--- config.mk ---
export PLATFORM = sky130hd
export DESIGN_NAME = abbi_master
export DESIGN_NICKNAME = d
export VERILOG_FILES = /design/src/design/abbi_sync.v /design/src/design/abbi_master.v
export VERILOG_INCLUDE_DIRS = /design/src /design/src/design
export SDC_FILE = /design/constraint.sdc
export NUM_CORES = 1
export LEC_CHECK = 0
export BUFFER_PORTS_ARGS = -buffer_cell sky130_fd_sc_hd__buf_2
export CAP_MARGIN = 20
export CELL_PAD_IN_SITES_DETAIL_PLACEMENT = 0
export CELL_PAD_IN_SITES_GLOBAL_PLACEMENT = 1
export CORE_ASPECT_RATIO = 1.1
export CORE_UTILIZATION = 43
export DETAILED_ROUTE_END_ITERATION = 16
export HOLD_SLACK_MARGIN = 0.05
export PLACE_DENSITY = 0.75
export SYNTH_ARGS = -nofsm -noshare
export SYNTH_HDL_FRONTEND = slang
export SYNTH_SLANG_ARGS = --single-unit
export TNS_END_PERCENT = 30
--- constraint.sdc ---
create_clock -name clk_sys -period 7.8 [get_ports clk_sys]
set_clock_uncertainty 0.2 [all_clocks]
set_input_delay 1.56 -clock clk_sys [delete_from_list [all_inputs] [get_ports clk_sys]]
set_output_delay 1.56 -clock clk_sys [all_outputs]
set_load 0.1 [all_outputs]
--- src/design/abbi_consts.vh ---
// constants for the backplane bus interface
`ifndef ABBI_CONSTS_VH
`define ABBI_CONSTS_VH
`define ABBI_CLK_MHZ 250
`define ABBI_TIMEOUT_US 10
`define ABBI_TIMEOUT_CYC (`ABBI_TIMEOUT_US * `ABBI_CLK_MHZ)
// last timer count of the 10 us window at 250 MHz, sized to the timer
`define ABBI_TIMEOUT_LAST 12'h9C3
// synchronised control group: reply, four irq, dma req, sack, dc ok, ac ok
`define ABBI_CTL_W 9
`define ABBI_CTL_INIT 9'h1FC
`define ABBI_TMR_W 12
`define ABBI_DAL_W 22
`define ABBI_LOW_W 16
`define ABBI_PAR_W 2
`define ABBI_EXT_W 4
`define ABBI_IOPAGE_MSB 21
`define ABBI_IOPAGE_LSB 13
`define ABBI_IOPAGE_ALL1 9'h1FF
`define ABBI_NLEVEL 4
`define ABBI_ST_IDLE 3'h0
`define ABBI_ST_ADDR 3'h1
`define ABBI_ST_DATA 3'h2
`define ABBI_ST_DONE 3'h3
`define ABBI_ST_ERR 3'h4
`endif

--- src/design/abbi_sync.v ---
// three flip-flop synchroniser with agreement filter, one per bit
`timescale 1ns/1ps
module abbi_sync #(
  parameter W = 1,
  parameter [W-1:0] INIT = {W{1'b1}}
) (
  clk_sys,
  rstSync_n,
  din,
  dout
);
  input wire clk_sys;
  input wire rstSync_n;
  input wire [W-1:0] din;
  output reg [W-1:0] dout;
  reg [W-1:0] s1_r;
  reg [W-1:0] s2_r;
  reg [W-1:0] s3_r;
  genvar i;
  // ****************************************************************
  // per-bit chain, output changes when stages two and three agree
  // ****************************************************************
  generate
    for (i = 0; i < W; i = i + 1) begin : g_bit
      always @(posedge clk_sys or negedge rstSync_n) begin
        if (!rstSync_n) begin
          s1_r[i] <= INIT[i];
          s2_r[i] <= INIT[i];
          s3_r[i] <= INIT[i];
          dout[i] <= INIT[i];
        end else begin
          s1_r[i] <= din[i];
          s2_r[i] <= s1_r[i];
          s3_r[i] <= s2_r[i];
          if (s2_r[i] == s3_r[i]) begin
            dout[i] <= s3_r[i];
          end
        end
      end
    end
  endgenerate
endmodule

--- src/design/abbi_master.v ---
// bus master and arbiter end of the asynchronous backplane bus
// How it works
// - low sixteen lines: address then data
// - lines 17:16 address, then parity
// - lines 21:18 extended address only
// - bus lines active low, power-ok high
// - abort cycle after 10 us silence
// - highest priority requester wins, keeps bus
// - arbitrate next cycle during data cycle
// - top 8 KB flagged as io page
// - master picks direction and word/byte
// - interlocked: wait for slave reply
// - processor grants bus to one device
// - power-up start, power-fail stop, io reset
// - four irq levels, ack chain, dma chain
`timescale 1ns/1ps
`include "abbi_consts.vh"
module abbi_master (
  clk_sys,
  rstn,
  reqValid,
  reqReady,
  reqAddr,
  reqWrite,
  reqByte,
  reqData,
  rspValid,
  rspData,
  rspBusErr,
  ioResetReq,
  cpuRun,
  powerFail,
  irqPending,
  irqAckReq,
  dmaGranted,
  dalIn,
  dalOut,
  dalOe,
  cycleFrame_n,
  readStrobe_n,
  writeStrobe_n,
  writeByteQual_n,
  ioPageSelect_n,
  slaveReply_n,
  ioReset_n,
  dcPowerOk,
  acPowerOk,
  intReqLevel4_n,
  intReqLevel5_n,
  intReqLevel6_n,
  intReqLevel7_n,
  intAckChainOut_n,
  dmaRequest_n,
  dmaGrantChainOut_n,
  dmaSelectAckIn_n
);
  input wire clk_sys;
  input wire rstn;
  input wire reqValid;
  output wire reqReady;
  input wire [`ABBI_DAL_W-1:0] reqAddr;
  input wire reqWrite;
  input wire reqByte;
  input wire [`ABBI_LOW_W-1:0] reqData;
  output reg rspValid;
  output reg [`ABBI_LOW_W-1:0] rspData;
  output reg rspBusErr;
  input wire ioResetReq;
  output reg cpuRun;
  output reg powerFail;
  output reg [`ABBI_NLEVEL-1:0] irqPending;
  input wire irqAckReq;
  output reg dmaGranted;
  input wire [`ABBI_DAL_W-1:0] dalIn;
  output reg [`ABBI_DAL_W-1:0] dalOut;
  output reg [`ABBI_DAL_W-1:0] dalOe;
  output reg cycleFrame_n;
  output reg readStrobe_n;
  output reg writeStrobe_n;
  output reg writeByteQual_n;
  output reg ioPageSelect_n;
  input wire slaveReply_n;
  output reg ioReset_n;
  input wire dcPowerOk;
  input wire acPowerOk;
  input wire intReqLevel4_n;
  input wire intReqLevel5_n;
  input wire intReqLevel6_n;
  input wire intReqLevel7_n;
  output reg intAckChainOut_n;
  input wire dmaRequest_n;
  output reg dmaGrantChainOut_n;
  input wire dmaSelectAckIn_n;

  // ****************************************************************
  // reset release
  // ****************************************************************
  reg rstA_r;
  reg rstB_r;
  wire rstSync_n;
  always @(posedge clk_sys or negedge rstn) begin
    if (!rstn) begin
      rstA_r <= 1'b0;
      rstB_r <= 1'b0;
    end else begin
      rstA_r <= 1'b1;
      rstB_r <= rstA_r;
    end
  end
  assign rstSync_n = rstB_r;

  // ****************************************************************
  // input synchronisers
  // ****************************************************************
  wire [`ABBI_DAL_W-1:0] dalS;
  wire [`ABBI_CTL_W-1:0] ctlS;
  abbi_sync #(.W(`ABBI_DAL_W), .INIT({`ABBI_DAL_W{1'b1}})) u_syncDal (
    .clk_sys(clk_sys),
    .rstSync_n(rstSync_n),
    .din(dalIn),
    .dout(dalS)
  );
  // control lines idle high, power flags start low until seen good
  abbi_sync #(.W(`ABBI_CTL_W), .INIT(`ABBI_CTL_INIT)) u_syncCtl (
    .clk_sys(clk_sys),
    .rstSync_n(rstSync_n),
    .din({slaveReply_n, intReqLevel7_n, intReqLevel6_n, intReqLevel5_n,
          intReqLevel4_n, dmaRequest_n, dmaSelectAckIn_n,
          dcPowerOk, acPowerOk}),
    .dout(ctlS)
  );
  // bus controls asserted low, the two power flags asserted high
  wire replyAct = ~ctlS[8];
  wire [`ABBI_NLEVEL-1:0] irqAct = ~ctlS[7:4];
  wire dmaReqAct = ~ctlS[3];
  wire sackAct = ~ctlS[2];
  wire dcOk = ctlS[1];
  wire acOk = ctlS[0];

  // ****************************************************************
  // power sequencing and io reset
  // ****************************************************************
  // run only with both power flags good; io reset on request or dc power loss
  always @(posedge clk_sys or negedge rstSync_n) begin
    if (!rstSync_n) begin
      cpuRun <= 1'b0;
      powerFail <= 1'b0;
      ioReset_n <= 1'b0;
      irqPending <= {`ABBI_NLEVEL{1'b0}};
    end else begin
      cpuRun <= dcOk & acOk;
      powerFail <= dcOk & ~acOk;
      ioReset_n <= ~(ioResetReq | ~dcOk);
      irqPending <= irqAct;
    end
  end

  // ****************************************************************
  // arbitration, overlapped with data cycles
  // ****************************************************************
  // interrupt ack outranks dma; a granted device keeps bus until it drops sack
  reg grantDma_r;
  always @(posedge clk_sys or negedge rstSync_n) begin
    if (!rstSync_n) begin
      grantDma_r <= 1'b0;
      dmaGranted <= 1'b0;
      dmaGrantChainOut_n <= 1'b1;
      intAckChainOut_n <= 1'b1;
    end else begin
      intAckChainOut_n <= ~(irqAckReq & |irqAct & ~dmaGranted);
      if (dmaGranted) begin
        dmaGranted <= sackAct;
        dmaGrantChainOut_n <= 1'b1;
      end else if (grantDma_r) begin
        dmaGrantChainOut_n <= 1'b0;
        if (sackAct) begin
          grantDma_r <= 1'b0;
          dmaGranted <= 1'b1;
          dmaGrantChainOut_n <= 1'b1;
        end else if (!dmaReqAct) begin
          grantDma_r <= 1'b0;
          dmaGrantChainOut_n <= 1'b1;
        end
      end else if (dmaReqAct && !irqAckReq) begin
        grantDma_r <= 1'b1;
      end
    end
  end

  // ****************************************************************
  // data transfer state machine
  // ****************************************************************
  reg [2:0] state_r;
  reg [`ABBI_TMR_W-1:0] tmr_r;
  reg [`ABBI_DAL_W-1:0] addr_r;
  reg [`ABBI_LOW_W-1:0] wdat_r;
  reg wr_r;
  reg byte_r;
  wire isIoPage = (reqAddr[`ABBI_IOPAGE_MSB:`ABBI_IOPAGE_LSB] ==
                   `ABBI_IOPAGE_ALL1);
  // abort once the data phase has waited the whole 10 us window
  wire timeout = (tmr_r == `ABBI_TIMEOUT_LAST);
  // bus frozen while a dma device is master or power is failing
  assign reqReady = (state_r == `ABBI_ST_IDLE) & ~dmaGranted & cpuRun & ~replyAct;

  always @(posedge clk_sys or negedge rstSync_n) begin
    if (!rstSync_n) begin
      state_r <= `ABBI_ST_IDLE;
      tmr_r <= {`ABBI_TMR_W{1'b0}};
      addr_r <= {`ABBI_DAL_W{1'b0}};
      wdat_r <= {`ABBI_LOW_W{1'b0}};
      wr_r <= 1'b0;
      byte_r <= 1'b0;
      rspValid <= 1'b0;
      rspData <= {`ABBI_LOW_W{1'b0}};
      rspBusErr <= 1'b0;
      dalOut <= {`ABBI_DAL_W{1'b1}};
      dalOe <= {`ABBI_DAL_W{1'b0}};
      cycleFrame_n <= 1'b1;
      readStrobe_n <= 1'b1;
      writeStrobe_n <= 1'b1;
      writeByteQual_n <= 1'b1;
      ioPageSelect_n <= 1'b1;
    end else begin
      rspValid <= 1'b0;
      rspBusErr <= 1'b0;
      case (state_r)
        `ABBI_ST_IDLE: begin
          tmr_r <= {`ABBI_TMR_W{1'b0}};
          if (reqValid && reqReady) begin
            addr_r <= reqAddr;
            wdat_r <= reqData;
            wr_r <= reqWrite;
            byte_r <= reqByte;
            dalOut <= ~reqAddr;
            dalOe <= {`ABBI_DAL_W{1'b1}};
            ioPageSelect_n <= ~isIoPage;
            writeByteQual_n <= ~reqWrite;
            state_r <= `ABBI_ST_ADDR;
          end
        end
        `ABBI_ST_ADDR: begin
          // frame asserted after address settles, then data phase
          cycleFrame_n <= 1'b0;
          if (!cycleFrame_n) begin
            ioPageSelect_n <= 1'b1;
            writeByteQual_n <= ~(wr_r & byte_r);
            if (wr_r) begin
              dalOut[`ABBI_LOW_W-1:0] <= ~wdat_r;
              dalOut[`ABBI_LOW_W+`ABBI_PAR_W-1:`ABBI_LOW_W] <= {`ABBI_PAR_W{1'b1}};
              dalOe[`ABBI_LOW_W+`ABBI_PAR_W-1:0] <= {(`ABBI_LOW_W+`ABBI_PAR_W){1'b1}};
              writeStrobe_n <= 1'b0;
            end else begin
              dalOe[`ABBI_LOW_W+`ABBI_PAR_W-1:0] <= {(`ABBI_LOW_W+`ABBI_PAR_W){1'b0}};
              readStrobe_n <= 1'b0;
            end
            dalOe[`ABBI_DAL_W-1:`ABBI_LOW_W+`ABBI_PAR_W] <= {`ABBI_EXT_W{1'b0}};
            state_r <= `ABBI_ST_DATA;
          end
        end
        `ABBI_ST_DATA: begin
          tmr_r <= tmr_r + {{(`ABBI_TMR_W-1){1'b0}}, 1'b1};
          if (replyAct) begin
            if (!wr_r) begin
              rspData <= ~dalS[`ABBI_LOW_W-1:0];
            end
            readStrobe_n <= 1'b1;
            writeStrobe_n <= 1'b1;
            state_r <= `ABBI_ST_DONE;
          end else if (timeout) begin
            readStrobe_n <= 1'b1;
            writeStrobe_n <= 1'b1;
            state_r <= `ABBI_ST_ERR;
          end
        end
        `ABBI_ST_DONE: begin
          // wait for slave to drop reply before ending the frame
          if (!replyAct) begin
            cycleFrame_n <= 1'b1;
            writeByteQual_n <= 1'b1;
            dalOe <= {`ABBI_DAL_W{1'b0}};
            rspValid <= 1'b1;
            state_r <= `ABBI_ST_IDLE;
          end
        end
        `ABBI_ST_ERR: begin
          // strobes already off; release frame and report bus error
          cycleFrame_n <= 1'b1;
          writeByteQual_n <= 1'b1;
          dalOe <= {`ABBI_DAL_W{1'b0}};
          rspValid <= 1'b1;
          rspBusErr <= 1'b1;
          state_r <= `ABBI_ST_IDLE;
        end
        default: begin
          state_r <= `ABBI_ST_IDLE;
        end
      endcase
    end
  end
  // memory is a pure slave on the far side; nothing here initiates for it
endmodule

# Word-level counts from Yosys, hierarchy flattened
# Index checks and enable logic that the tools add are counted.
# W data, S select, Z words.
# totals
reg_bits	213
latchBits	0
mem_bits_rw	0
rom_bits	0
in_bits	76
out_inout_bits	78
word_cells	255
n_memories	0
# classes
addsub	1
multipliers	0
n_div	0
magnitude_cmp	0
n_eq_ne	37
shift	0
muxes	46
bitwise_logic	25
n_reduce_logical	20
# op_table
operator	n
$pmux W22 S4	1
$mux W18	4
$mux W22	3
$pmux W18 S2	1
$not A16 Y16	2
$eq A1 B1 Y1	25
$mux W1	24
$pmux W12 S2	1
$not A22 Y22	1
$reduce_and A4 Y1	5
$mux W3	5
$add A12 B1 Y12 const B	1
$eq A12 B12 Y1 const B	1
$not A1 Y1	12
$pmux W3 S4	1
$eq A9 B9 Y1 const B	1
$and A1 B1 Y1	8
$pmux W1 S2	4
$reduce_bool A2 Y1	4
$eq A3 B2 Y1 const B	2
$ne A2 B2 Y1 const B	3
$reduce_and A3 Y1	2
$ne A2 B1 Y1 const B	2
$not A4 Y4	1
13 further kinds	15

# Logic depth before layout (Yosys ltp)
# Gate-level depths: netlist (run 1).
# depth
ltp_word	7
depth_mapped	7
ltp_nobuf	5

# By module
# A second synthesis (run 1) with hierarchy kept.
# hier_totals
hier_cells	504
area_unflattened_um2	7732.4
# modules_own_cells
mod	n_inst	cells_per_inst	area_each_um2
abbi_master	1	349	4135.2
abbi_sync (u_syncDal)	1	110	2560.0
abbi_sync (u_syncCtl)	1	45	1037.2

# Worst setup path before layout (run 1)
# Ideal clock, no wire load.
# synth_path
kind	reg2out
start	register cpuRun
end	output port reqReady
arrival_ps	3355
required_ps	6040
path_slack_ps	2685
stages_incl_launch_ff	3
path_cell_list	dfrtp_1 nand3b_1 nor3_1
# synth_via
elab_chain_len	2
# synth_rtl
item	line	source
start, declared	abbi_master.v:69	output reg cpuRun;
start signal, assigned	abbi_master.v:151	cpuRun <= dcOk & acOk;
$and A1 B1 Y1 (2 in a row)	abbi_master.v:204	assign reqReady = (state_r == `ABBI_ST_IDLE) & ~dmaGranted & cpuRun & ~replyAct;
end, declared	abbi_master.v:60	output wire reqReady;
# No other way between the ends.

# Worst setup path in the final report (run 1)
# layout_path
start	register u_syncCtl.dout[8]
end	output port reqReady
# layout_via
elab_chain_len	1
# layout_rtl
item	line	source
start, declared	abbi_sync.v:15	output reg [W-1:0] dout;
start signal, assigned by index	abbi_sync.v:30	dout[i] <= INIT[i];
start signal, assigned by index	abbi_sync.v:36	dout[i] <= s3_r[i];
$and A1 B1 Y1	abbi_master.v:204	
# No other way between the ends.

==> impl_metrics.ini, run 1 <==
[critical_path]
critical_path_class = reg -> out
cp-start-kind = flop
crit_chain = nand3b_1 -> nor3_1 -> buf_2
critPathCaptureType = output port
crit_required_ns = 6.04
path_buf_inv = 1
cp_top_family = flip-flops
cpPeakStageDelay_ns = 0.65
crit_fanout = 9
cp.arrival_ns = 2.08
crit_slowest_cell = dfstp_2

[timing]
fin_crit_ns = 3.84
whs_ns = 0.118
rsz0062_at_grt = false
setup_viol = 0
hold_viol_final = 0
fin_setup_tns_ns = 0
slew_violations = 0
min_period_over_period = 0.492
max_freq_mhz = 260
worst_pin_slew_ns = 0.778
maxSlewHeadroom = 0.481

[yosys]
yosysWarningCount = 0
netlist_instances = 515
yosys.cell_types.count = 54
yosysTopAreaCellShare = 0.452
yosysSeqAreaShare = 0.708
synth_area_um2 = 7030
postSynthAreaPerCell_um2 = 13.7
async_reset_ff_frac = 1.00
synth-edff-count = 0
yosys-top-cells-area = dfstp_2 (45%), dfrtp_1 (26%), nand2_1 (4.9%), maj3_1 (3.6%), mux2i_1 (2.7%)
synthFlopType = dfstp_2
synth_fp_nets = 592
yosys.area.top_type = dfstp_2
yosys_register_bits = 193

[final_layout]
nets = 725
fin_area_um2 = 8460
final_cell_mix = buf_2 (147), dfstp_2 (121), nand2_1 (91)
num_antenna_cells = 0
drive_above_1_share = 0.501
area_delta_synth_final_pct = 20.3
final_common_cell = buf_2

[floorplanning]
rows = 48
io_pins = 154
core_um2 = 15900
fp.dieH_um = 136
start_util = 0.443
die_area_um2 = 16900
die_x_um = 124

[route]
routed_via_density = 4.84
wl_per_cell_um = 14.8
first_pass_iters = 6
drc = 0
wl_mm = 12.8
ant_nets = 0
vias = 4170
drt_iter0_markers = 277

[global_route]
antenna_found_initial = 0
overflow = 0
grt_pass1_vias = 4186
grt_pass1_wl_mm = 20.4
grtUsageTotal = 0.159
grt_max_degree = 88

[status]
status = finished, final reports clean

[clock_tree]
cts_sinks = 193
cts_max_level = 4
cts_hold_buffers = 0
cts_tree = yes
clk-insertion-delay-late_ns = 0.43
path_clk_slew_ns = 0.08
cts_root_buf = clkbuf_16
cts_inserted_buffers = 17
cts_max_path_buffers = 2
cts_setup_buffers = 0
cts_resized = 0

[placement]
dpl-instance-area_um2 = 7800
dp_hpwl_mm = 8.38
numPortBuffers = 147
gp_congestion = 0.773

[job]
maxCapViolCount = 0

[worst_hold_path]
min_path_type = reg -> async
==> kinds of logic (layout without fill, tap and decap cells) <==
logic type / count (synthesis) / in the layout / synth area share
flip-flops: 193 / 193 / 0.708
AND/OR/NAND/NOR: 146 / 146 / 0.0959
AO/OA/AOI/OAI: 57 / 57 / 0.0505
buffers and inverters: 53 / 199 / 0.0454
multiplexers: 36 / 36 / 0.0580
adder cells (fa/ha/maj): 26 / 26 / 0.0374
XOR/XNOR: 3 / 3 / 0.00374
other: 1 / 1 / 0.000533
==> layer usage <==
layer | track usage | wire length, um | share of wire
met1 | 0.202 | 5600 | 0.44
met2 | 0.260 | 6460 | 0.51
met3 | 0.0457 | 592 | 0.046
met4 | 0.0542 | 128 | 0.010
met5 | 0 | 0 | 0
==> registers in the layout, indices dropped and copies added (netlist names), 2 cells and up <==
signal and cells:
u_syncDal.s3_r 16, u_syncDal.dout 16, dalOe 2, wdat_r 16, u_syncCtl.dout 9, u_syncDal.s1_r 16
rspData 16, state_r 3, u_syncCtl.s1_r 9, irqPending 4, u_syncCtl.s3_r 9, u_syncDal.s2_r 16
u_syncCtl.s2_r 9, dalOut 22, tmr_r 12
==> layout make-up <==
type                    count  area (um^2)
clock buffers              18          439
well taps                 200          250
fillers                  1343         7400
flip-flops and latches    193         4980
repair buffers            153          828
inverters                  14         52.6
multi-input cells         269         1740
clock inverters            14          164
==> cell usage after synthesis, types with 2 or more instances <==
master / instances
a22oi_1: 2
mux2i_1: 19
nor2_1: 14
mux2_2: 10
nor4_1: 2
o21ai_1: 16
nand4_1: 5
maj3_1: 25
a21o_1: 2
xnor2_1: 3
dfstp_2: 121
inv_1: 14
buf_6: 4
a21oi_1: 4
a22o_1: 3
buf_2: 9
nor3_1: 7
nand2_1: 91
mux2_4: 7
buf_4: 21
dfrtp_1: 72
nor2b_1: 4
nand3_1: 8
o21ai_0: 18
and2_1: 2
clkbuf_1: 4
==> through the flow <==
| step | utilization | instances | setup WS, ns |
|---|---|---|---|
| 5_1_grt | 0.533 | 861 | 3.87 |
| 2_1_floorplan | - | 515 | 2.04 |
| 4_1_cts | 0.530 | 859 | 3.94 |
| 3_3_place_gp | 0.491 | 826 | 4.37 |
| 6_report | 0.533 | 861 | 3.96 |
| 3_5_place_dp | 0.492 | 827 | 4.32 |
==> worst paths after layout <==
kind / start / end / slack, ns / depth (start not counted)
min in group clk_sys: u_syncCtl.s1_r[4]$_DFF_PN1_ / u_syncCtl.s2_r[4]$_DFF_PN1_ / 0.15 / 0
setup reg to reg: state_r[1]$_DFFE_PN0P_ / dalOut[6]$_DFFE_PN1P_ / 5.20 / 4
hold / removal: rstB_r$_DFF_PN0_ / irqPending[2]$_DFF_PN0_ / 0.12 / 0
max in group asynchronous: rstB_r$_DFF_PN0_ / dmaGrantChainOut_n$_DFFE_PN1P_ / 6.06 / 2
hold reg to reg: rstB_r$_DFF_PN0_ / irqPending[2]$_DFF_PN0_ / 0.12 / 0
setup / recovery: u_syncCtl.dout[8]$_DFFE_PN1N_ / reqReady / 3.96 / 3
Power of run 1 is not shown: default switching activity piles up to over one toggle a cycle in this logic, so the estimate is an artifact.
==> run 2: changes to the inputs <==
--- a/config.mk
+++ b/config.mk
@@ -6,12 +6,13 @@
 export SDC_FILE = /design/constraint.sdc
 export NUM_CORES = 1
 export LEC_CHECK = 0
+export ABC_AREA = 1
 export BUFFER_PORTS_ARGS = -buffer_cell sky130_fd_sc_hd__buf_2
 export CAP_MARGIN = 20
 export CELL_PAD_IN_SITES_DETAIL_PLACEMENT = 0
 export CELL_PAD_IN_SITES_GLOBAL_PLACEMENT = 1
 export CORE_ASPECT_RATIO = 1.1
-export CORE_UTILIZATION = 43
+export CORE_UTILIZATION = 42
 export DETAILED_ROUTE_END_ITERATION = 16
 export HOLD_SLACK_MARGIN = 0.05
 export PLACE_DENSITY = 0.75
==> constraint.sdc (replaced) <==
create_clock -name clk_sys -period 3.8 [get_ports clk_sys]
set_clock_uncertainty 0.2 [all_clocks]
set_input_delay 0.76 -clock clk_sys [delete_from_list [all_inputs] [get_ports clk_sys]]
set_output_delay 0.76 -clock clk_sys [all_outputs]
set_load 0.1 [all_outputs]
==> impl_metrics.ini, run 2 <==
[status]
status = finished, final reports clean

[global_route]
overflow = 0
grt_max_degree = 95
grtUsageTotal = 0.165
antenna_found_initial = 4
grt_pass1_vias = 4516
grt_pass1_wl_mm = 22.3

[clock_tree]
path_clk_slew_ns = 0.08
cts_inserted_buffers = 17
clk-insertion-delay-late_ns = 0.43
cts_tree = yes
cts_sinks = 193
cts_max_level = 4
cts_setup_buffers = 0
cts_max_path_buffers = 2
cts_root_buf = clkbuf_16

[placement]
placed_cells_incl_taps = 924
gp_congestion = 0.785
numPortBuffers = 147
dp_hpwl_mm = 9.46

[critical_path]
cp.arrival_ns = 1.98
cp-start-kind = flop
reg2reg_depth = 7
timing.rr.start = state_r[2]$_DFFE_PN0P_
critical_path_class = reg -> out
crit_chain = nand3_2 -> nor2_8 -> buf_2
crit_slowest_cell = dfstp_2
cp_top_family = flip-flops
critPathCaptureType = output port
crit_fanout = 19
path_buf_inv = 1
setup.worst_path.start = u_syncCtl.dout[8]$_DFFE_PN1N_
cpPeakStageDelay_ns = 0.59
crit_required_ns = 2.84
rrSetupSlack_ns = 1.31
r2r_end = dalOut[1]$_DFFE_PN1P_

[yosys]
synthMostInstantiatedCell = nand2_1
yosys-top-cells-area = dfstp_2 (45%), dfrtp_1 (25%), nand2_1 (8.9%), maj3_1 (3.5%), o21ai_0 (2.4%)
yosysWarningCount = 0
synth_top_family_by_area = simple AND/OR/NAND/NOR gates
yosys.cell_types.count = 35
synthFlopType = dfstp_2
yosys.area_share.adder = 0.0370
postSynthAreaPerCell_um2 = 11.7
synth_area_um2 = 7110
yosys.area.top_type = dfstp_2
netlist_instances = 606
synth_fp_nets = 683
synth-xor-area-share = 0.00123
async_reset_ff_frac = 1.00
synth-compound-area-share = 0.0639
yosysSeqAreaShare = 0.701
synthTopCellsByCount = nand2_1 (168), dfstp_2 (121), dfrtp_1 (72)
yosysTopAreaCellShare = 0.447
yosys_register_bits = 193
synthSimpleGateAreaFrac = 0.143
muxShareOfSynthArea = 0
synth-edff-count = 0

[timing]
fin_setup_tns_ns = 0
min_period_over_period = 0.775
setup_viol = 0
fin_crit_ns = 2.94
maxSlewHeadroom = 0.494
whs_ns = 0.151
worst_pin_slew_ns = 0.757
hold_viol_final = 0
slew_violations = 0
rsz0062_at_grt = false
max_freq_mhz = 340

[final_layout]
nets = 817
regMostFlops = dalOut
fin_cells = 959
area_delta_synth_final_pct = 20.3
drive_above_1_share = 0.446
largest_register_ff_count = 22
final_cell_mix = nand2_1 (168), buf_2 (147), dfstp_2 (121)
final_common_cell = nand2_1

[route]
first_pass_iters = 4
drc = 0
wl_per_cell_um = 13.7
wl_mm = 13.2
drt_iter0_markers = 164
ant_nets = 0
routed_via_density = 4.68
vias = 4490

[floorplanning]
core_um2 = 16400
io_pins = 154
die_x_um = 126
die_area_um2 = 17500
fp.dieH_um = 138
rows = 49
start_util = 0.433

[job]
maxCapViolCount = 0

[worst_hold_path]
min_from = u_syncCtl.s1_r[8]$_DFF_PN1_
hold-path-endpoint = u_syncCtl.s2_r[8]$_DFF_PN1_
min_path_type = reg -> reg
hold-path-cell-count = 0
-- run 2: cell types whose count changed in the layout (fill, tap and decap cells not counted), sizes merged, moves of 4 or more --
| cell | previous run | this run |
|---|---|---|
| inv | 22 | 41 |
| mux2 | 17 | 0 |
| mux2i | 19 | 0 |
| nand2 | 91 | 173 |
| nand3 | 8 | 30 |
| nor2 | 14 | 27 |
| nor2b | 4 | 0 |
| nor3 | 7 | 3 |
| o21ai | 34 | 57 |
-- run 2: timing repair --
action	4_1_cts	5_1_grt
resized for setup	0	0
hold buffers	1	0
endpoints found under the setup margin	0	0
hold endpoints to repair	2	0
-- run 2: worst reg2reg max path, stage by stage (launching register included) --
cell and delay [ns]:
dfrtp_1 0.43, inv_1 0.09, nand2_1 0.10, nor2_2 0.59
o21ai_1 0.34, nand2_4 0.45, nand2_1 0.15, o21ai_2 0.08
-- run 2: worst max path at each step --
stage                                       end  slack, ns  cells past startpoint
after floorplan              byte_r$_DFFE_PN0P_       0.53                      0
after global placement    dalOut[7]$_DFFE_PN1P_       1.26                      6
after detailed placement  dalOut[2]$_DFFE_PN1P_       1.22                      6
after CTS                              reqReady       0.82                      3
after global routing                   reqReady       0.75                      4
final                                  reqReady       0.86                      3
-- run 2: kinds of logic after synthesis --
kind of cell,Yosys count
buffers and inverters,72
DFF,193
and+or+nand+nor,240
adders and majority gates,26
other,1
AOI/OAI and AO/OA,73
xor gates and xnor gates,1
-- run 2: cell type report --
type,count,area [um^2]
sequential,193,4980
fill,1463,7880
tap,204,255
clock buffer,17,425
antenna,2,5.00
clock inverter,15,216
inverter,36,135
timing repair buffer,151,781
multi-input combinational,341,1750
-- run 2: per-layer routing --
layer | global-route usage | wire (um) | up-vias
li1 | - | - | 2214
met1 | 0.218 | 6050 | 2141
met2 | 0.253 | 6090 | 116
met3 | 0.0565 | 830 | 15
met4 | 0.0571 | 160 | 4
met5 | 0 | 31 | -
-- run 2: metrics by stage --
step	setup slack [ns]	utilization	instance area, um^2
after floorplan	0.532	-	7110
after global placement	1.26	0.481	7900
after detailed placement	1.22	0.481	7900
after CTS	0.823	0.520	8550
after global routing	0.748	0.520	8550
final	0.857	0.520	8550
Power of run 2 is left out for the same reason.
==> run 3: changes to the inputs <==
==> constraint.sdc (replaced) <==
create_clock -name clk_sys -period 2.8 [get_ports clk_sys]
set_clock_uncertainty 0.2 [all_clocks]
set_input_delay 0.56 -clock clk_sys [delete_from_list [all_inputs] [get_ports clk_sys]]
set_output_delay 0.56 -clock clk_sys [all_outputs]
set_load 0.1 [all_outputs]
==> impl_metrics.ini, run 3 (synthesis gave the netlist of run 2 again) <==
[timing]
slew_violations = 0
hold_viol_final = 0
setup_viol = 0
max_freq_mhz = 392
fin_setup_tns_ns = 0
fin_crit_ns = 2.55
min_period_over_period = 0.910
maxSlewHeadroom = 0.520
worst_pin_slew_ns = 0.721
rsz0062_at_grt = false

[clock_tree]
cts_root_buf = clkbuf_16
cts_max_level = 4
cts_resized = 0
cts_sinks = 193
clk-insertion-delay-late_ns = 0.43
cts_max_path_buffers = 2
cts_tree = yes
path_clk_slew_ns = 0.07
cts_inserted_buffers = 17

[critical_path]
crit_required_ns = 2.04
crit_chain = nand3_2 -> nor2_8 -> buf_2
critical_path_class = reg -> out
cp_top_family = flip-flops
crit_fanout = 5
cp.arrival_ns = 1.79
cp-start-kind = flop
path_buf_inv = 1
cpPeakStageDelay_ns = 0.58
crit_slowest_cell = dfstp_2
critPathCaptureType = output port

[floorplanning]
fp.dieH_um = 138
die_x_um = 126
start_util = 0.433
core_um2 = 16400
die_area_um2 = 17500
io_pins = 154
rows = 49

[route]
ant_nets = 0
routed_via_density = 4.71
vias = 4651
wl_per_cell_um = 13.8
drc = 0
wl_mm = 13.6
drt_iter0_markers = 227
first_pass_iters = 5

[global_route]
grtUsageTotal = 0.168
grt_pass1_wl_mm = 23.0
grt_pass1_vias = 4744
antenna_found_initial = 1
grt_max_degree = 57
overflow = 0

[final_layout]
largest_register_ff_count = 22
area_delta_synth_final_pct = 24.2
nets = 847
drive_above_1_share = 0.436
final_cell_mix = nand2_1 (168), buf_2 (147), dfstp_2 (121)
final_common_cell = nand2_1
regMostFlops = dalOut
num_antenna_cells = 0

[job]
maxCapViolCount = 0

[placement]
gp_congestion = 0.833
dp_hpwl_mm = 9.45
numPortBuffers = 147

[status]
status = finished, final reports clean

[worst_hold_path]
min_path_type = in -> reg
-- run 3: cell count changes in the layout (fill, tap and decap cells not counted), sizes merged --
cell         previous run  this run
buf                   150       155
clkinv                  8         5
inv                    41        44
dlygate4sd3             1        26
diode                   2         0
-- run 3: path summary, 6_finish.rpt --
| path | start | endpoint | slack [ns] | cells after the start |
|---|---|---|---|---|
| max in group asynchronous | rstB_r$_DFF_PN0_ | readStrobe_n$_DFFE_PN1P_ | 1.43 | 1 |
| min reg2reg | u_syncDal.s1_r[6]$_DFF_PN1_ | u_syncDal.s2_r[6]$_DFF_PN1_ | 0.15 | 0 |
| max | u_syncCtl.dout[8]$_DFFE_PN1N_ | reqReady | 0.25 | 3 |
| max reg2reg | u_syncCtl.dout[8]$_DFFE_PN1N_ | dalOut[13]$_DFFE_PN1P_ | 0.72 | 7 |
| min in group asynchronous | rstB_r$_DFF_PN0_ | u_syncCtl.s1_r[0]$_DFF_PN0_ | 0.18 | 0 |
| min | ioResetReq | ioReset_n$_DFF_PN0_ | 0.07 | 2 |
-- run 3: layer usage --
| metal | vias to the layer above | track usage | routed length [um] |
|---|---|---|---|
| met1 | 2225 | 0.212 | 6120 |
| met3 | 21 | 0.0480 | 700 |
| li1 | 2274 | - | - |
| met5 | - | 0 | 18 |
| met4 | 2 | 0.0717 | 235 |
| met2 | 129 | 0.271 | 6510 |
-- run 3: layout make-up --
type	count	area [um^2]
repair buffers	181	1090
clock buffers	17	425
clock inverters	15	186
inverters	36	135
well taps	204	255
flip-flops and latches	193	4980
fillers	1424	7600
multi-input cells	341	1750
-- run 3: stage by stage --
stage / hold WS (ns) / instances / cell area, um^2 / util / setup slack (ns)
5_1_grt: 0.0605 / 987 / 8830 / 0.537 / 0.158
6_report: 0.0743 / 987 / 8830 / 0.537 / 0.252
2_1_floorplan: 0.0644 / 606 / 7110 / - / 0.175
3_5_place_dp: 0.147 / 929 / 7960 / 0.484 / 0.646
4_1_cts: 0.0518 / 987 / 8830 / 0.537 / 0.214
3_3_place_gp: 0.141 / 929 / 7960 / 0.484 / 0.669
-- run 3: repair_timing --
action                                  CTS  global route
buffers inserted                          0             0
endpoints found under the setup margin    0             0
hold buffers                             26             0
endpoints found under the hold margin    27             0
Power of run 3 is left out for the same reason.
